--- src/tpd_pkg.sv ---
// Package: register map, field positions, reset values and carriers
package tpd_pkg;
  // ----------------------------------------------------------------
  // Register offsets
  // ----------------------------------------------------------------
  localparam logic [7:0] OFF_ID     = 8'h01;
  localparam logic [7:0] OFF_SW0    = 8'h02;
  localparam logic [7:0] OFF_SW1    = 8'h03;
  localparam logic [7:0] OFF_MEAS   = 8'h04;
  localparam logic [7:0] OFF_SLICE  = 8'h05;
  localparam logic [7:0] OFF_CTRL0  = 8'h06;
  localparam logic [7:0] OFF_CTRL1  = 8'h07;
  localparam logic [7:0] OFF_CTRL2  = 8'h08;
  localparam logic [7:0] OFF_CTRL3  = 8'h09;
  localparam logic [7:0] OFF_PRIMARY_EVENT_MASK  = 8'h0A;
  localparam logic [7:0] OFF_POWER  = 8'h0B;
  localparam logic [7:0] OFF_SRST   = 8'h0C;
  localparam logic [7:0] OFF_OCP    = 8'h0D;
  localparam logic [7:0] OFF_MASKA  = 8'h0E;
  localparam logic [7:0] OFF_MASKB  = 8'h0F;
  localparam logic [7:0] OFF_CTRL4  = 8'h10;
  localparam logic [7:0] OFF_STA0A  = 8'h3C;
  localparam logic [7:0] OFF_STA1A  = 8'h3D;
  localparam logic [7:0] OFF_EVTA   = 8'h3E;
  localparam logic [7:0] OFF_EVTB   = 8'h3F;
  localparam logic [7:0] OFF_STA0   = 8'h40;
  localparam logic [7:0] OFF_STA1   = 8'h41;
  localparam logic [7:0] OFF_EVT    = 8'h42;
  localparam logic [7:0] OFF_FIFO   = 8'h43;
  // ----------------------------------------------------------------
  // Field positions and self-clearing command bits
  // ----------------------------------------------------------------
  localparam int POS_VERSION  = 4;
  localparam int POS_VARIANT  = 2;
  localparam int POS_REVISION = 0;
  localparam int POS_TX_FLUSH = 6;
  localparam int POS_TX_START = 0;
  localparam int POS_RX_FLUSH = 2;
  localparam int POS_HARD_RST = 6;
  localparam int POS_PD_RESET = 1;
  localparam int POS_SW_RESET = 0;
  localparam logic [6:0] I2C_ADDR_DEF = 7'h22;
  // ----------------------------------------------------------------
  // Reset values of the config block
  // ----------------------------------------------------------------
  localparam logic [7:0] RST_SW0   = 8'h03;
  localparam logic [7:0] RST_SW1   = 8'h20;
  localparam logic [7:0] RST_MEAS  = 8'h31;
  localparam logic [7:0] RST_SLICE = 8'h60;
  localparam logic [7:0] RST_CTRL0 = 8'h24;
  localparam logic [7:0] RST_CTRL2 = 8'h02;
  localparam logic [7:0] RST_CTRL3 = 8'h06;
  localparam logic [7:0] RST_POWER = 8'h01;
  localparam logic [7:0] RST_OCP   = 8'h0F;
  localparam logic [7:0] RST_ZERO  = 8'h00;
  // ----------------------------------------------------------------
  // Types
  // ----------------------------------------------------------------
  typedef struct packed {
    logic cc2_host_pullup_on;
    logic cc1_host_pullup_on;
    logic cc2_cable_supply_switch;
    logic cc1_cable_supply_switch;
    logic cc2_measure_route;
    logic cc1_measure_route;
    logic cc2_device_pulldown;
    logic cc1_device_pulldown;
  } tpd_cc_sw_t;
  typedef struct packed {
    logic [7:0] sw1, measure, slice, ctrl0, ctrl1, ctrl2, ctrl3;
    logic [7:0] primary_event_mask, power, ocp, maska, maskb, ctrl4;
  } tpd_cfg_t;
  typedef struct packed {
    logic [7:0] sta0a, sta1a, sta0, sta1;
  } tpd_stat_t;
  typedef struct packed {
    logic tx_start, tx_flush, rx_flush, hard_reset, pd_reset, sw_reset;
  } tpd_cmd_t;
  typedef enum logic [2:0] {
    ST_IDLE, ST_ADDR, ST_ADDR_ACK, ST_WR, ST_WR_ACK, ST_RD, ST_RD_ACK
  } tpd_state_t;
  // ----------------------------------------------------------------
  // Reset values and self-clearing masks of the config block
  // ----------------------------------------------------------------
  function automatic logic [7:0] tpd_rst_val(input logic [7:0] a);
    case (a)
      OFF_SW0:   tpd_rst_val = RST_SW0;
      OFF_SW1:   tpd_rst_val = RST_SW1;
      OFF_MEAS:  tpd_rst_val = RST_MEAS;
      OFF_SLICE: tpd_rst_val = RST_SLICE;
      OFF_CTRL0: tpd_rst_val = RST_CTRL0;
      OFF_CTRL2: tpd_rst_val = RST_CTRL2;
      OFF_CTRL3: tpd_rst_val = RST_CTRL3;
      OFF_POWER: tpd_rst_val = RST_POWER;
      OFF_OCP:   tpd_rst_val = RST_OCP;
      default:   tpd_rst_val = RST_ZERO;
    endcase
  endfunction
  function automatic logic [7:0] tpd_sc_mask(input logic [7:0] a);
    case (a)
      OFF_CTRL0: tpd_sc_mask = 8'h41;
      OFF_CTRL1: tpd_sc_mask = 8'h04;
      OFF_CTRL3: tpd_sc_mask = 8'h40;
      OFF_SRST:  tpd_sc_mask = 8'hFF;
      default:   tpd_sc_mask = 8'h00;
    endcase
  endfunction
endpackage

--- src/tpd_regs.sv ---
// Type-C/PD port register bank behind a two-wire serial slave
`timescale 1ns/1ps
// Summary of operation
// - Window 0x43 pushes TX on write, pops RX on read, pointer held.
// - Identity is read-only: version 7:4, variant 3:2, revision 1:0.
// - Switch bits 7 and 6 apply the host pull-up on CC2 and CC1.
// - Switch bits 5 and 4 close the cable supply switch onto CC2 and CC1.
// - Switch bits 3 and 2 route the measure block to CC2 and CC1.
// - Switch bits 1 and 0 enable the device pull-down on CC2 and CC1.
module tpd_regs #(
  parameter logic [6:0] DEV_ADDR = tpd_pkg::I2C_ADDR_DEF,
  parameter logic [3:0] VERSION  = 4'h5, // Arbitrary value
  parameter logic [1:0] VARIANT  = 2'h0, // Arbitrary value
  parameter logic [1:0] REVISION = 2'h0  // Arbitrary value
) (
  // Clock and reset
  input  wire logic               ref_clk,
  input  wire logic               rst,
  // Serial bus pins
  input  wire logic               scl_i,
  input  wire logic               sda_i,
  output wire logic               sda_o,
  output wire logic               sda_oe,
  // Switch and configuration outputs
  output tpd_pkg::tpd_cc_sw_t     cc_sw_o,
  output tpd_pkg::tpd_cfg_t       cfg_o,
  output tpd_pkg::tpd_cmd_t       cmd_o,
  // Status and event inputs
  input  tpd_pkg::tpd_stat_t      stat_i,
  input  wire logic [7:0]         evt_prim_i,
  input  wire logic [7:0]         evt_proto_i,
  input  wire logic               evt_ack_i,
  // Packet FIFO side
  output wire logic               tx_push_o,
  output wire logic [7:0]         tx_data_o,
  output wire logic               rx_pop_o,
  input  wire logic [7:0]         rx_data_i
);
  import tpd_pkg::*;

  // ----------------------------------------------------------------
  // Declarations
  // ----------------------------------------------------------------
  localparam logic [7:0] ID_VAL = {VERSION, VARIANT, REVISION};
  tpd_state_t  state_q, state_d;
  logic [3:0]  cnt_q, cnt_d;
  logic [7:0]  sr_q, sr_d, ptr_q, ptr_d, rd_v;
  logic        scl_q, sda_q, rw_q, rw_d, oe_q, oe_d, first_q, first_d;
  logic        wr_stb, rd_stb, start_c, stop_c, rise_c, fall_c;
  logic [7:0]  regs_q [2:16];
  logic [7:0]  regs_d [2:16];
  logic [7:0]  prim_q, prim_d, proto_q, proto_d;
  logic        ack_q, ack_d, push_q, push_d, pop_q, pop_d;
  logic [7:0]  txd_q, txd_d;
  tpd_cmd_t    cmd_q, cmd_d;

  // Config block decode, shared by write and read paths
  function automatic logic is_cfg(input logic [7:0] a);
    is_cfg = (a >= OFF_SW0) && (a <= OFF_CTRL4) && (a != OFF_SRST);
  endfunction

  // ----------------------------------------------------------------
  // Serial slave
  // ----------------------------------------------------------------
  // Bus edges and conditions from the sampled pins
  assign start_c = scl_i & scl_q & sda_q & ~sda_i;
  assign stop_c  = scl_i & scl_q & ~sda_q & sda_i;
  assign rise_c  = scl_i & ~scl_q;
  assign fall_c  = ~scl_i & scl_q;

  // Next state of the slave; data changes only on falling clock
  always_comb begin
    state_d = state_q;
    cnt_d   = cnt_q;
    sr_d    = sr_q;
    ptr_d   = ptr_q;
    rw_d    = rw_q;
    oe_d    = oe_q;
    first_d = first_q;
    wr_stb  = 1'b0;
    rd_stb  = 1'b0;
    if (start_c) begin
      state_d = ST_ADDR;
      cnt_d   = 4'h0;
      oe_d    = 1'b0;
    end else if (stop_c) begin
      state_d = ST_IDLE;
      oe_d    = 1'b0;
    end else begin
      case (state_q)
        ST_ADDR, ST_WR: begin
          if (rise_c) begin
            sr_d  = {sr_q[6:0], sda_i};
            cnt_d = cnt_q + 4'h1;
          end
          if (fall_c && cnt_q == 4'h8) begin
            cnt_d = 4'h0;
            if (state_q == ST_ADDR) begin
              if (sr_q[7:1] == DEV_ADDR) begin
                rw_d    = sr_q[0];
                oe_d    = 1'b1;
                state_d = ST_ADDR_ACK;
              end else begin
                state_d = ST_IDLE;
              end
            end else begin
              oe_d    = 1'b1;
              state_d = ST_WR_ACK;
              if (first_q) begin
                ptr_d   = sr_q;
                first_d = 1'b0;
              end else begin
                wr_stb = 1'b1;
                if (ptr_q != OFF_FIFO) ptr_d = ptr_q + 8'h01;
              end
            end
          end
        end
        ST_ADDR_ACK, ST_RD_ACK: begin
          // A high level during the master's ack slot ends the read
          if (state_q == ST_RD_ACK && rise_c && sda_i) begin
            state_d = ST_IDLE;
          end else if (fall_c) begin
            if (state_q == ST_ADDR_ACK && !rw_q) begin
              oe_d    = 1'b0;
              first_d = 1'b1;
              state_d = ST_WR;
            end else begin
              rd_stb  = 1'b1;
              sr_d    = rd_v;
              oe_d    = ~rd_v[7];
              cnt_d   = 4'h1;
              state_d = ST_RD;
            end
          end
        end
        ST_WR_ACK: begin
          if (fall_c) begin
            oe_d    = 1'b0;
            state_d = ST_WR;
          end
        end
        ST_RD: begin
          if (fall_c) begin
            if (cnt_q == 4'h8) begin
              oe_d    = 1'b0;
              cnt_d   = 4'h0;
              state_d = ST_RD_ACK;
              if (ptr_q != OFF_FIFO) ptr_d = ptr_q + 8'h01;
            end else begin
              sr_d  = {sr_q[6:0], 1'b0};
              oe_d  = ~sr_q[6];
              cnt_d = cnt_q + 4'h1;
            end
          end
        end
        default: state_d = ST_IDLE;
      endcase
    end
  end

  // Slave registers
  always_ff @(posedge ref_clk) begin
    if (rst) begin
      state_q <= ST_IDLE;
      cnt_q   <= 4'h0;
      sr_q    <= 8'h00;
      ptr_q   <= 8'h00;
      rw_q    <= 1'b0;
      oe_q    <= 1'b0;
      first_q <= 1'b0;
      scl_q   <= 1'b1;
      sda_q   <= 1'b1;
    end else begin
      state_q <= state_d;
      cnt_q   <= cnt_d;
      sr_q    <= sr_d;
      ptr_q   <= ptr_d;
      rw_q    <= rw_d;
      oe_q    <= oe_d;
      first_q <= first_d;
      scl_q   <= scl_i;
      sda_q   <= sda_i;
    end
  end

  // Open-drain: only ever pulls low
  assign sda_o  = 1'b0;
  assign sda_oe = oe_q;

  // ----------------------------------------------------------------
  // Register bank
  // ----------------------------------------------------------------
  // Read data mux; blank addresses read as zero
  always_comb begin
    rd_v = 8'h00;
    if (is_cfg(ptr_q)) rd_v = regs_q[ptr_q];
    case (ptr_q)
      // Identity is a constant, never writable
      OFF_ID:    rd_v = ID_VAL;
      OFF_STA0A: rd_v = stat_i.sta0a;
      OFF_STA1A: rd_v = stat_i.sta1a;
      OFF_EVTA:  rd_v = proto_q;
      OFF_EVTB:  rd_v = {7'h00, ack_q};
      OFF_STA0:  rd_v = stat_i.sta0;
      OFF_STA1:  rd_v = stat_i.sta1;
      OFF_EVT:   rd_v = prim_q;
      OFF_FIFO:  rd_v = rx_data_i;
      default:   ;
    endcase
  end

  // Next register values, event latches and FIFO strobes
  always_comb begin
    regs_d = regs_q;
    cmd_d  = '0;
    push_d = 1'b0;
    pop_d  = 1'b0;
    txd_d  = txd_q;
    prim_d  = ((rd_stb && ptr_q == OFF_EVT)  ? 8'h00 : prim_q)  | evt_prim_i;
    proto_d = ((rd_stb && ptr_q == OFF_EVTA) ? 8'h00 : proto_q) | evt_proto_i;
    ack_d   = ((rd_stb && ptr_q == OFF_EVTB) ? 1'b0 : ack_q)    | evt_ack_i;
    // Read of the window pops one RX byte
    if (rd_stb && ptr_q == OFF_FIFO) pop_d = 1'b1;
    if (wr_stb) begin
      if (is_cfg(ptr_q)) regs_d[ptr_q] = sr_q & ~tpd_sc_mask(ptr_q);
      // Write to the window pushes one TX byte
      if (ptr_q == OFF_FIFO) begin
        push_d = 1'b1;
        txd_d  = sr_q;
      end
      // Command bits act once and read back as zero
      if (ptr_q == OFF_CTRL0) begin
        cmd_d.tx_start = sr_q[POS_TX_START];
        cmd_d.tx_flush = sr_q[POS_TX_FLUSH];
      end
      if (ptr_q == OFF_CTRL1) cmd_d.rx_flush = sr_q[POS_RX_FLUSH];
      if (ptr_q == OFF_CTRL3) cmd_d.hard_reset = sr_q[POS_HARD_RST];
      if (ptr_q == OFF_SRST) begin
        cmd_d.pd_reset = sr_q[POS_PD_RESET];
        cmd_d.sw_reset = sr_q[POS_SW_RESET];
      end
    end
  end

  // Bank registers
  always_ff @(posedge ref_clk) begin
    if (rst) begin
      for (int i = 2; i <= 16; i++) regs_q[i] <= tpd_rst_val(8'(i));
      prim_q  <= 8'h00;
      proto_q <= 8'h00;
      ack_q   <= 1'b0;
      cmd_q   <= '0;
      push_q  <= 1'b0;
      pop_q   <= 1'b0;
      txd_q   <= 8'h00;
    end else begin
      regs_q  <= regs_d;
      prim_q  <= prim_d;
      proto_q <= proto_d;
      ack_q   <= ack_d;
      cmd_q   <= cmd_d;
      push_q  <= push_d;
      pop_q   <= pop_d;
      txd_q   <= txd_d;
    end
  end

  // Switch bits drive the CC pins
  assign cc_sw_o   = tpd_cc_sw_t'(regs_q[OFF_SW0]);
  assign cfg_o     = {regs_q[OFF_SW1], regs_q[OFF_MEAS], regs_q[OFF_SLICE],
                      regs_q[OFF_CTRL0], regs_q[OFF_CTRL1], regs_q[OFF_CTRL2],
                      regs_q[OFF_CTRL3], regs_q[OFF_PRIMARY_EVENT_MASK], regs_q[OFF_POWER],
                      regs_q[OFF_OCP], regs_q[OFF_MASKA], regs_q[OFF_MASKB],
                      regs_q[OFF_CTRL4]};
  assign cmd_o     = cmd_q;
  assign tx_push_o = push_q;
  assign tx_data_o = txd_q;
  assign rx_pop_o  = pop_q;
endmodule
--- config.mk ---
export PLATFORM = sky130hd
export DESIGN_NAME = tpd_regs
export DESIGN_NICKNAME = d
export VERILOG_FILES = /design/src/tpd_pkg.sv /design/src/tpd_regs.sv
export SDC_FILE = /design/constraint.sdc
export NUM_CORES = 1
export LEC_CHECK = 0
export BUFFER_PORTS_ARGS = -buffer_cell sky130_fd_sc_hd__buf_2
export CORE_MARGIN = 5
export CORE_UTILIZATION = 50
export DETAILED_ROUTE_END_ITERATION = 8
export GPL_TIMING_DRIVEN = 0
export PLACE_DENSITY = 0.89
export SLEW_MARGIN = 20
export SYNTH_ARGS = -nofsm -noshare
export SYNTH_HDL_FRONTEND = slang
export SYNTH_SLANG_ARGS = --single-unit
--- constraint.sdc ---
create_clock -name ref_clk -period 2.5 [get_ports ref_clk]
set_input_delay 0.375 -clock ref_clk [delete_from_list [all_inputs] [get_ports ref_clk]]
set_output_delay 0.375 -clock ref_clk [all_outputs]
set_load 0.01 [all_outputs]
; Yosys cells after proc, flatten, opt, wreduce, memory -nomap -nowiden
; Cells that the tools add are included.
[word_totals]
word_cells = 224
regBits = 181
[op_classes]
n_bitwise = 26
mux = 78
n_reduce_logical = 35
addsub = 2
magnitude_cmp = 4
n_eq_ne = 42
[op_table]
columns = cell, count
row1 = 8-bit two-way mux, 20
row2 = 120-bit bitwise mux, 1
row3 = 8-bit one-hot mux with 9 select lines, 1
row4 = 8-bit binary-select mux with 5-bit select, 1
row5 = 8-bit demux with 5-bit select, 1
row6 = 8-bit by 6-bit == test with 1-bit output (second input constant), 4
row7 = 8-bit by 7-bit == test with 1-bit output (second input constant), 4
row8 = 8-bit one-hot mux with 4 select lines, 1
row9 = 1-bit two-way mux, 31
row10 = 4-bit two-way mux, 7
row11 = 3-bit two-way mux, 8
row12 = 8-bit one-hot mux with 3 select lines, 1
row13 = 2-bit inequality test (second input constant), 11
row14 = 7-bit AND reduction, 3
row15 = 8-bit by 3-bit == test with 1-bit output (second input constant), 2
row16 = 8-bit by 4-bit == test with 1-bit output (second input constant), 2
row17 = 4-bit inequality test (second input constant), 4
row18 = 8-bit OR, 2
row19 = 8-bit one-hot mux with 2 select lines, 1
row20 = 3-bit OR reduction, 5
row21 = 1-bit NOT, 13
row22 = 3-bit one-hot mux with 4 select lines, 1
row23 = 4-bit one-hot mux with 3 select lines, 1
row24 = 1-bit logical AND, 11
row25 = other kinds (34), 51

; Depth between registers and ports, before layout
; Gate-level depths: netlist of the first run.
[depth]
depth_word = 11
ltp_mapped = 12
mapped_depth_nobuf = 8

; Worst setup path before layout of the first run
; Ideal clock, no wire load.
[synth_path]
path_type = register -> register
startpoint = register ptr_q[0]
endpoint = register regs_q (netlist bit cfg_o[10])
slack_ns = -0.269
stages_incl_launch_ff = 12
period_less_slack_ns = 2.769
setup_ns = 0.128
required_ns = 2.372
t_arrival_ns = 2.641
cell_sequence = dfxtp_1 -> buf_2 -> clkbuf_1 -> inv_1 -> ha_1 -> and3_1 -> nor4_4 -> buf_6 -> nand2_1 -> buf_4 -> mux2i_1 -> nor2_1
[synth_via]
elab_chain_len = 7
word_cells_on_any_way = 22
[synth_rtl]
columns = element, line
row1 = start: declaration, tpd_regs.sv:47  ; logic [7:0] sr_q, sr_d, ptr_q, ptr_d, rd_v;
row2 = start signal: assignment, tpd_regs.sv:178  ; ptr_q <= ptr_d;
row3 = "parallel branches: the longest is 7 deep, another holds 9-bit by 6-bit >= comparator with 1-bit output", n/a
row4 = end signal: assignment, tpd_regs.sv:258  ; regs_q <= regs_d;
row5 = end: declaration, tpd_regs.sv:50  ; logic [7:0] regs_q [2:16];
; Parallel ways; which one is timed is not known. The select of a mux whose other input is x is not followed.
; A chain may end at the register's enable or synchronous reset.

; Final worst setup path of the first run
[layout_path]
startpoint = register ptr_q[0]
endpoint = register sr_q[5]
[layout_via]
elab_chain_len = 10
word_cells_on_any_way = 24
[layout_rtl]
columns = element, line
row1 = 8-bit NOT with 9-bit output (implied by the code), tpd_regs.sv:197  ; if (is_cfg(ptr_q)) rd_v = regs_q[ptr_q];
row2 = 8-bit binary-select mux with 5-bit select, tpd_regs.sv:197
row3 = 8-bit two-way mux (implied by the code) (2 in series), tpd_regs.sv:197
row4 = 8-bit two-way mux, tpd_regs.sv:197
row5 = 8-bit one-hot mux with 9 select lines (*), tpd_regs.sv:198  ; case (ptr_q)
row6 = 8-bit two-way mux (*), tpd_regs.sv:124  ; if (state_q == ST_ADDR_ACK && !rw_q) begin
row7 = 8-bit two-way mux (*), tpd_regs.sv:123  ; end else if (fall_c) begin
row8 = 8-bit two-way mux (*), tpd_regs.sv:121  ; if (state_q == ST_RD_ACK && rise_c && sda_i) begin
row9 = 8-bit one-hot mux with 3 select lines (*), tpd_regs.sv:90  ; case (state_q)
row10 = end signal: assignment, tpd_regs.sv:177  ; sr_q <= sr_d;
row11 = end: declaration, tpd_regs.sv:47
; Mark *: on every way between the ends. The rest lies on a longest branch, timed or not. The select of a mux whose other input is x is not followed.

==> run summary, run 1 <==
## Synthesis
- **proportion of synthesized area in mux cells** 0.09254
- **main combinational cell family by area after synthesis** simple AND/OR/NAND/NOR gates
- **area of the mapped netlist** 0.009410 mm^2
- **Synthesized Nets** 1,119
- **simple-gate portion of the synthesized area** 0.2110
- **number of warnings issued by yosys** 0
- **number of cells produced by synthesis** 1,052
- **sequential share of the synthesized area** 0.3851
- **Post-synth EDFFs** 0
- **area share of fa/ha/maj cells after synthesis** 0.007978
- **post-synthesis cell type with the largest combined area** dfxtp_1
- **number of flip-flops and latches in the synthesized netlist** 181
- **Compound-Gate Fraction of Synth Area** 0.1732
- **ys async rst share** 0
- **fraction of post-synthesis cell area in the top cell type by area** 0.3851
- **count of distinct cell types in the synthesized netlist** 64
- **top flip-flop cell by instance count after synthesis** dfxtp_1
- **Post-Synth XOR/XNOR Area** 0.0009307
- **mean instance size in the synthesized netlist** 8.945 um^2
- **cells taking the most area after synthesis** dfxtp_1 39%, buf_4 9.1%, nand3b_1 6.2%

## Drt
- **Iteration-0 DRC Markers** 1,351
- **DRC violations left** 0
- **total number of vias** 9,646
- **average wire length per cell after detail routing** 22.34 um
- **vias per std cell** 6.272
- **total iterations of the first detailed-routing run** 8
- **number of antenna-violating nets in the routed design** 0
- **sum of routed wire length over all layers** 34.36 mm

## Die
- **std cell rows** 50
- **Horiz. Die Dim** 147.2 um
- **height of the die** 147.2 um
- **starting utilization of the core area** 0.5048
- **Die Outline Area** 0.02166 mm^2
- **core area** 0.01864 mm^2
- **number of top-level design ports** 191

## Setup path
- **crit path capture type** register
- **Startpoint Class** register
- **Worst Path Required** 2.80 ns
- **Worst path slowest cell** mux4_2
- **Critical Path AT** 2.84 ns
- **Slowest Stage Delay on Critical Path** 0.56 ns
- **top fanout value on the critical path** 10
- **worst setup slack for register-to-register paths** -0.04 ns
- **CP Class** reg -> reg
- **list of cells traversed by the critical path** buf_12, buf_4, buf_2, mux4_2, o21ai_0, a211o_1, o221ai_1

## Layout
- **Non-Filler Instances** 1,538
- **net count reported at finish** 1,358
- **fraction of final layout cells sized beyond drive strength 1** 0.3681
- **growth of design area from synthesis to finish** 26.13%
- **leading cell type in the layout, fill and taps excluded** buf_2
- **most frequent cells in the layout** 197 x buf_2, 176 x dfxtp_1, 149 x buf_4
- **diodes inserted** 0
- **final cell area excluding filler cells** 0.01187 mm^2
- **final core area utilization** 0.6366

## Timing
- **worst clock skew on the final layout** 0.01697 ns
- **Max Freq** 0.3935 GHz
- **Relative slew margins** 0.4365
- **Setup TNS Final** -0.07224 ns
- **number of hold-slack violations in the final timing report** 0
- **final-report setup violation count** 3
- **crit path setup slack, layout** -0.04101 ns
- **final-report max-slew violation count** 0
- **min Tclk post-route** 2.541 ns
- **worst slew pin tran** 0.8453 ns
- **Period Utilization, post-route** 1.016
- **unrepaired setup endpoints after global routing** true
- **final hold slack** 0.1440 ns

## Global route
- **overall global routing resource usage** 0.3042
- **antenna violations before repair** 0
- **pin count of the biggest net entering global routing** 19
- **number of global-route vias before repair** 9,351
- **Remaining Overflow, GRT** 0
- **wire length of the first global-routing pass** 51.86 mm

## Run status
- **failing checks** setup timing
- **outcome** finished, violations left

## Clock tree
- **htree depth** 4
- **Clock transition at path regs** 0.07 ns
- **clock tree sinks** 181
- **clock latency on the worst-skew pair** 0.45 ns
- **CTS Buf Count** 17
- **buffers from clock root to sink, at most** 2
- **cts hold-fix bufs** 0
- **CTS tree** built
- **CTS root buffer** clkbuf_16

## Power
- **power density relative to cell area** 508.2 mW/mm^2
- **IR drop worst, VDD** 487.9 uV
- **overall power consumption** 6.032 mW
- **total leakage power** 5.021 nW

## Place
- **Buffers on Ports** 188
- **final weighted congestion in routability-driven placement** 1.012
- **Placed Cells incl. Taps** 1,474
- **placed instance area** 0.01066 mm^2
- **detailed placement HPWL** 23.89 mm
- **setup slack at placement** -1.118 ns

## Job
- **max-cap viol count** 0

## Min path
- **Min-Delay Path Class** in -> reg

[cell families after synthesis]
logic type,after synthesis
AOI/OAI and AO/OA,262
xor gates and xnor gates,1
adders and majority gates,6
buffers and inverters,199
DFF,181
muxes,57
other,1
and+or+nand+nor,345
[worst max-delay path: cells and delay by family, from the launching register on]
kind                   cells  cell delay, ns
AOI/OAI and AO/OA          3            0.81
muxes                      1            0.56
buffers and inverters      3            0.66
DFF                        1            0.38
[synth_stat cells (3+ instances only)]
| cell type | instances |
|---|---|
| buf_2 | 12 |
| a211oi_1 | 7 |
| buf_6 | 3 |
| a21oi_1 | 50 |
| a22oi_1 | 12 |
| ha_1 | 6 |
| o21ai_0 | 108 |
| a22o_1 | 13 |
| a31oi_1 | 6 |
| a222oi_1 | 6 |
| nor2b_1 | 18 |
| o221ai_1 | 6 |
| nand3b_1 | 78 |
| nand4_1 | 11 |
| a211o_1 | 16 |
| nor4_1 | 5 |
| mux2i_1 | 33 |
| and3_1 | 8 |
| nor3_1 | 15 |
| mux4_2 | 24 |
| nor3b_1 | 3 |
| clkbuf_1 | 61 |
| or2_2 | 3 |
| dfxtp_1 | 181 |
| or4_1 | 4 |
| and2_1 | 3 |
| buf_4 | 114 |
| o22ai_1 | 14 |
| inv_1 | 8 |
| nand2b_1 | 9 |
| o31ai_1 | 3 |
| nand3_4 | 5 |
| nand3_1 | 19 |
| nand2_1 | 52 |
| a221oi_1 | 4 |
| nor2_1 | 89 |
| or3_1 | 7 |
| and3b_1 | 6 |
[what timing repair did]
| action | in CTS | in global routing |
|---|---|---|
| buffers inserted | 18 | 20 |
| hold endpoints to repair | 0 | 0 |
| gates resized for setup | 57 | 56 |
| gates cloned | 2 | 1 |
| pin swaps | 6 | 11 |
| setup endpoints to repair | 150 | 116 |
[layer usage]
metal | routed length, um | GRT usage | up-vias
li1 | - | - | 4180
met1 | 12470 | 0.3740 | 4548
met2 | 15680 | 0.4850 | 748
met3 | 4064 | 0.07866 | 170
met4 | 2142 | 0.1738 | 0
met5 | 0 | 0 | -
[layout make-up]
cell class                      count  area, um^2
Buffer                            185        1277
Timing Repair Buffer              226        1249
Clock buffer                       17       425.4
Fill cell                        1475        6774
Sequential cell                   181        3635
Tap cell                          234       292.8
Inverter                            8       36.28
Multi-Input combinational cell    672        4768
Clock inverter                     15       185.2
[power by group]
group | switching [mW] | leakage [nW] | internal (mW)
combinational | 0.152 | 3.26 | 0.110
sequential | 0.0219 | 1.47 | 2.91
clock | 1.32 | 0.295 | 1.52
[registers in the layout, indices dropped and copies added, names as in the netlist, 3 cells and up]
| register | flops |
|---|---|
| cfg_o | 104 |
| sr_q | 8 |
| cc_sw_o | 8 |
| proto_q | 8 |
| ptr_q | 8 |
| state_q | 3 |
| prim_q | 8 |
| regs_q | 8 |
| cmd_o | 6 |
| tx_data_o | 8 |
| cnt_q | 4 |
[worst paths after layout]
path	start	cells after the start	endpoint
min	evt_proto_i[0]	3	proto_q[0]
max reg2reg	ptr_q[0]	7	sr_q[5]
min reg2reg	regs_q[39]	1	regs_q[39]
max	ptr_q[0]	7	sr_q[5]
No activity file was read; power rests on OpenSTA's default activity.
==> run 2: changes to the inputs <==
CELL_PAD_IN_SITES_DETAIL_PLACEMENT = 1   (was not set)
CELL_PAD_IN_SITES_GLOBAL_PLACEMENT = 1   (was not set)
CORE_UTILIZATION = 38   (was 50)
==> run 2 against run 1 <==
The flow still finishes with violations (setup timing). Cell count rose by 6.8%. Hold slack got worse by 0.030 ns. Global-route usage down 1.9 points. Sequential power about the same. Die area grew 29%. Critical endpoint is now sr_q[4]. Highest routed layer is now met5.
==> run summary, run 2 (synthesis results as in run 1) <==
## Setup path
- **Critical Path AT** 3.21 ns, was 2.84 ns
- **Worst Path Required** 2.82 ns, was 2.80 ns
- **critical register-to-register path startpoint** ptr_q[0], unchanged
- **top fanout value on the critical path** 10, unchanged
- **worst setup slack for register-to-register paths** -0.39 ns, was -0.04 ns
- **number of cells on the worst reg-to-reg path** 6, was 7
- **CP Class** reg -> reg, unchanged
- **crit path capture type** register, unchanged
- **worst reg2reg path endpoint** sr_q[4], was sr_q[5]
- **Startpoint Class** register, unchanged

## Clock tree
- **htree depth** 4, unchanged
- **clock latency on the worst-skew pair** 0.47 ns, was 0.45 ns
- **CTS Buf Count** 17, unchanged
- **CTS root buffer** clkbuf_16, unchanged
- **clock tree sinks** 181, unchanged
- **buffers from clock root to sink, at most** 2, unchanged
- **cts hold-fix bufs** 0, unchanged
- **Clock transition at path regs** 0.08 ns, was 0.07 ns
- **CTS tree** built, unchanged

## Timing
- **worst slew pin tran** 0.9827 ns, was 0.8453 ns
- **Max Freq** 0.3462 GHz, was 0.3935 GHz
- **final-report setup violation count** 110, was 3
- **unrepaired setup endpoints after global routing** true, unchanged
- **number of hold-slack violations in the final timing report** 0, unchanged
- **crit path setup slack, layout** -0.3885 ns, was -0.04101 ns
- **Setup TNS Final** -8.916 ns, was -0.07224 ns
- **final-report max-slew violation count** 0, unchanged
- **worst clock skew on the final layout** 0.01755 ns, was 0.01697 ns
- **min Tclk post-route** 2.889 ns, was 2.541 ns
- **Period Utilization, post-route** 1.155, was 1.016
- **Relative slew margins** 0.3380, was 0.4365

## Layout
- **growth of design area from synthesis to finish** 31.66%, was 26.13%
- **Non-Filler Instances** 1,642, was 1,538
- **fraction of final layout cells sized beyond drive strength 1** 0.3953, was 0.3681
- **flip-flop count of the largest register after layout** 104, unchanged
- **Multi-input gate area** 0.004853 mm^2, was 0.004768 mm^2
- **diodes inserted** 0, unchanged
- **leading cell type in the layout, fill and taps excluded** buf_2, unchanged
- **sequential cell area** 0.003637 mm^2, was 0.003635 mm^2
- **final cell area excluding filler cells** 0.01239 mm^2, was 0.01187 mm^2
- **net count reported at finish** 1,372, was 1,358
- **most frequent cells in the layout** 192 x buf_2, 174 x dfxtp_1, 145 x buf_4, was 197 x buf_2, 176 x dfxtp_1, 149 x buf_4
- **filler instances** 2,820, was 1,475

## Power
- **power density relative to cell area** 498.3 mW/mm^2, was 508.2 mW/mm^2
- **total leakage power** 5.182 nW, was 5.021 nW
- **IR drop worst, VDD** 396.4 uV, was 487.9 uV

## Global route
- **number of global-route vias before repair** 10.46k, was 9,351
- **wire length of the first global-routing pass** 62.16 mm, was 51.86 mm
- **pin count of the biggest net entering global routing** 21, was 19
- **Remaining Overflow, GRT** 0, unchanged
- **overall global routing resource usage** 0.2851, was 0.3042
- **antenna violations before repair** 1, was 0

## Min path
- **Min-Delay Path Class** in -> reg, unchanged
- **worst hold path endpoint** prim_q[0], was proto_q[0]
- **Min-Delay Path Depth** 3, unchanged
- **launch point of the worst hold path** evt_prim_i[0], was evt_proto_i[0]

## Drt
- **average wire length per cell after detail routing** 27.51 um, was 22.34 um
- **total iterations of the first detailed-routing run** 6, was 8
- **number of antenna-violating nets in the routed design** 0, unchanged
- **vias per std cell** 6.180, was 6.272
- **Iteration-0 DRC Markers** 1,067, was 1,351
- **sum of routed wire length over all layers** 45.17 mm, was 34.36 mm
- **DRC violations left** 0, unchanged
- **total number of vias** 10.15k, was 9,646

## Run status
- **failing checks** setup timing, unchanged
- **outcome** finished, violations left, unchanged

## Place
- **placed instance area** 0.01078 mm^2, was 0.01066 mm^2
- **final weighted congestion in routability-driven placement** 0.9694, was 1.012
- **Placed Cells incl. Taps** 1,564, was 1,474
- **detailed placement HPWL** 27.82 mm, was 23.89 mm
- **Buffers on Ports** 188, unchanged

## Die
- **std cell rows** 57, was 50
- **starting utilization of the core area** 0.3869, was 0.5048
- **core area** 0.02432 mm^2, was 0.01864 mm^2
- **Die Outline Area** 0.02801 mm^2, was 0.02166 mm^2
- **height of the die** 167.4 um, was 147.2 um
- **number of top-level design ports** 191, unchanged
- **Horiz. Die Dim** 167.4 um, was 147.2 um

## Job
- **max-cap viol count** 0, unchanged

## run 2: report_power, final
group	leakage [nW]	internal (mW)	switching (mW)	total (mW)
clock network	0.303	1.46	1.50	2.96
registers	1.47	2.90	0.0238	2.93
logic	3.41	0.112	0.172	0.284
total	5.18	4.47	1.70	6.17
## run 2: worst max path at each step
stage / startpoint / end / cells after the start
3_5_place_dp: ptr_q[1] / cfg_o[6] / 10
3_3_place_gp: ptr_q[1] / cfg_o[94] / 10
6_report: ptr_q[0] / sr_q[4] / 6
2_1_floorplan: ptr_q[0] / cfg_o[10] / 11
4_1_cts: cnt_q[0] / cfg_o[46] / 12
5_1_grt: ptr_q[1] / sr_q[2] / 6
## run 2: layout make-up
cell class | instances | area share
Inverter | 8 | 0.002929
Buffer | 183 | 0.1081
Timing Repair Buffer | 242 | 0.1210
Multi-Input combinational cell | 672 | 0.3917
Clock inverter | 15 | 0.01565
Tap cell | 324 | 0.03272
Sequential cell | 181 | 0.2936
Clock buffer | 17 | 0.03434
## run 2: per-stage QoR
| step | hold slack (ns) | total power [mW] | setup WS [ns] | utilization |
|---|---|---|---|---|
| floorplan | 0.4331 | 3.128 | 0.02277 | - |
| global placement | 0.4496 | 3.241 | -1.167 | 0.4431 |
| detailed placement | 0.4603 | 3.249 | -1.303 | 0.4431 |
| CTS | 0.1109 | 6.097 | -0.03189 | 0.4885 |
| global route | 0.1325 | 6.303 | -0.2776 | 0.5094 |
| finish | 0.1136 | 6.174 | -0.3885 | 0.5094 |
## run 2: timing repair
item,CTS,global route
resized for setup,86,124
gates cloned,1,7
pin swaps,9,14
setup buffers,28,18
endpoints found under the setup margin,153,155
## run 2: routing by layer
| layer | track usage | vias up | share of wire |
|---|---|---|---|
| met5 | 0 | - | 0.00029 |
| met3 | 0.07261 | 260 | 0.10 |
| met1 | 0.3352 | 4915 | 0.36 |
| met4 | 0.1803 | 2 | 0.078 |
| li1 | - | 4218 | - |
| met2 | 0.4645 | 752 | 0.46 |
## run 2: critical path, cell delays in order (launching register included)
cell and delay (ns):
dfxtp_4 0.41, buf_12 0.12, buf_2 0.38, mux4_2 0.60
o21ai_0 0.79, a211o_1 0.30, o221ai_1 0.14
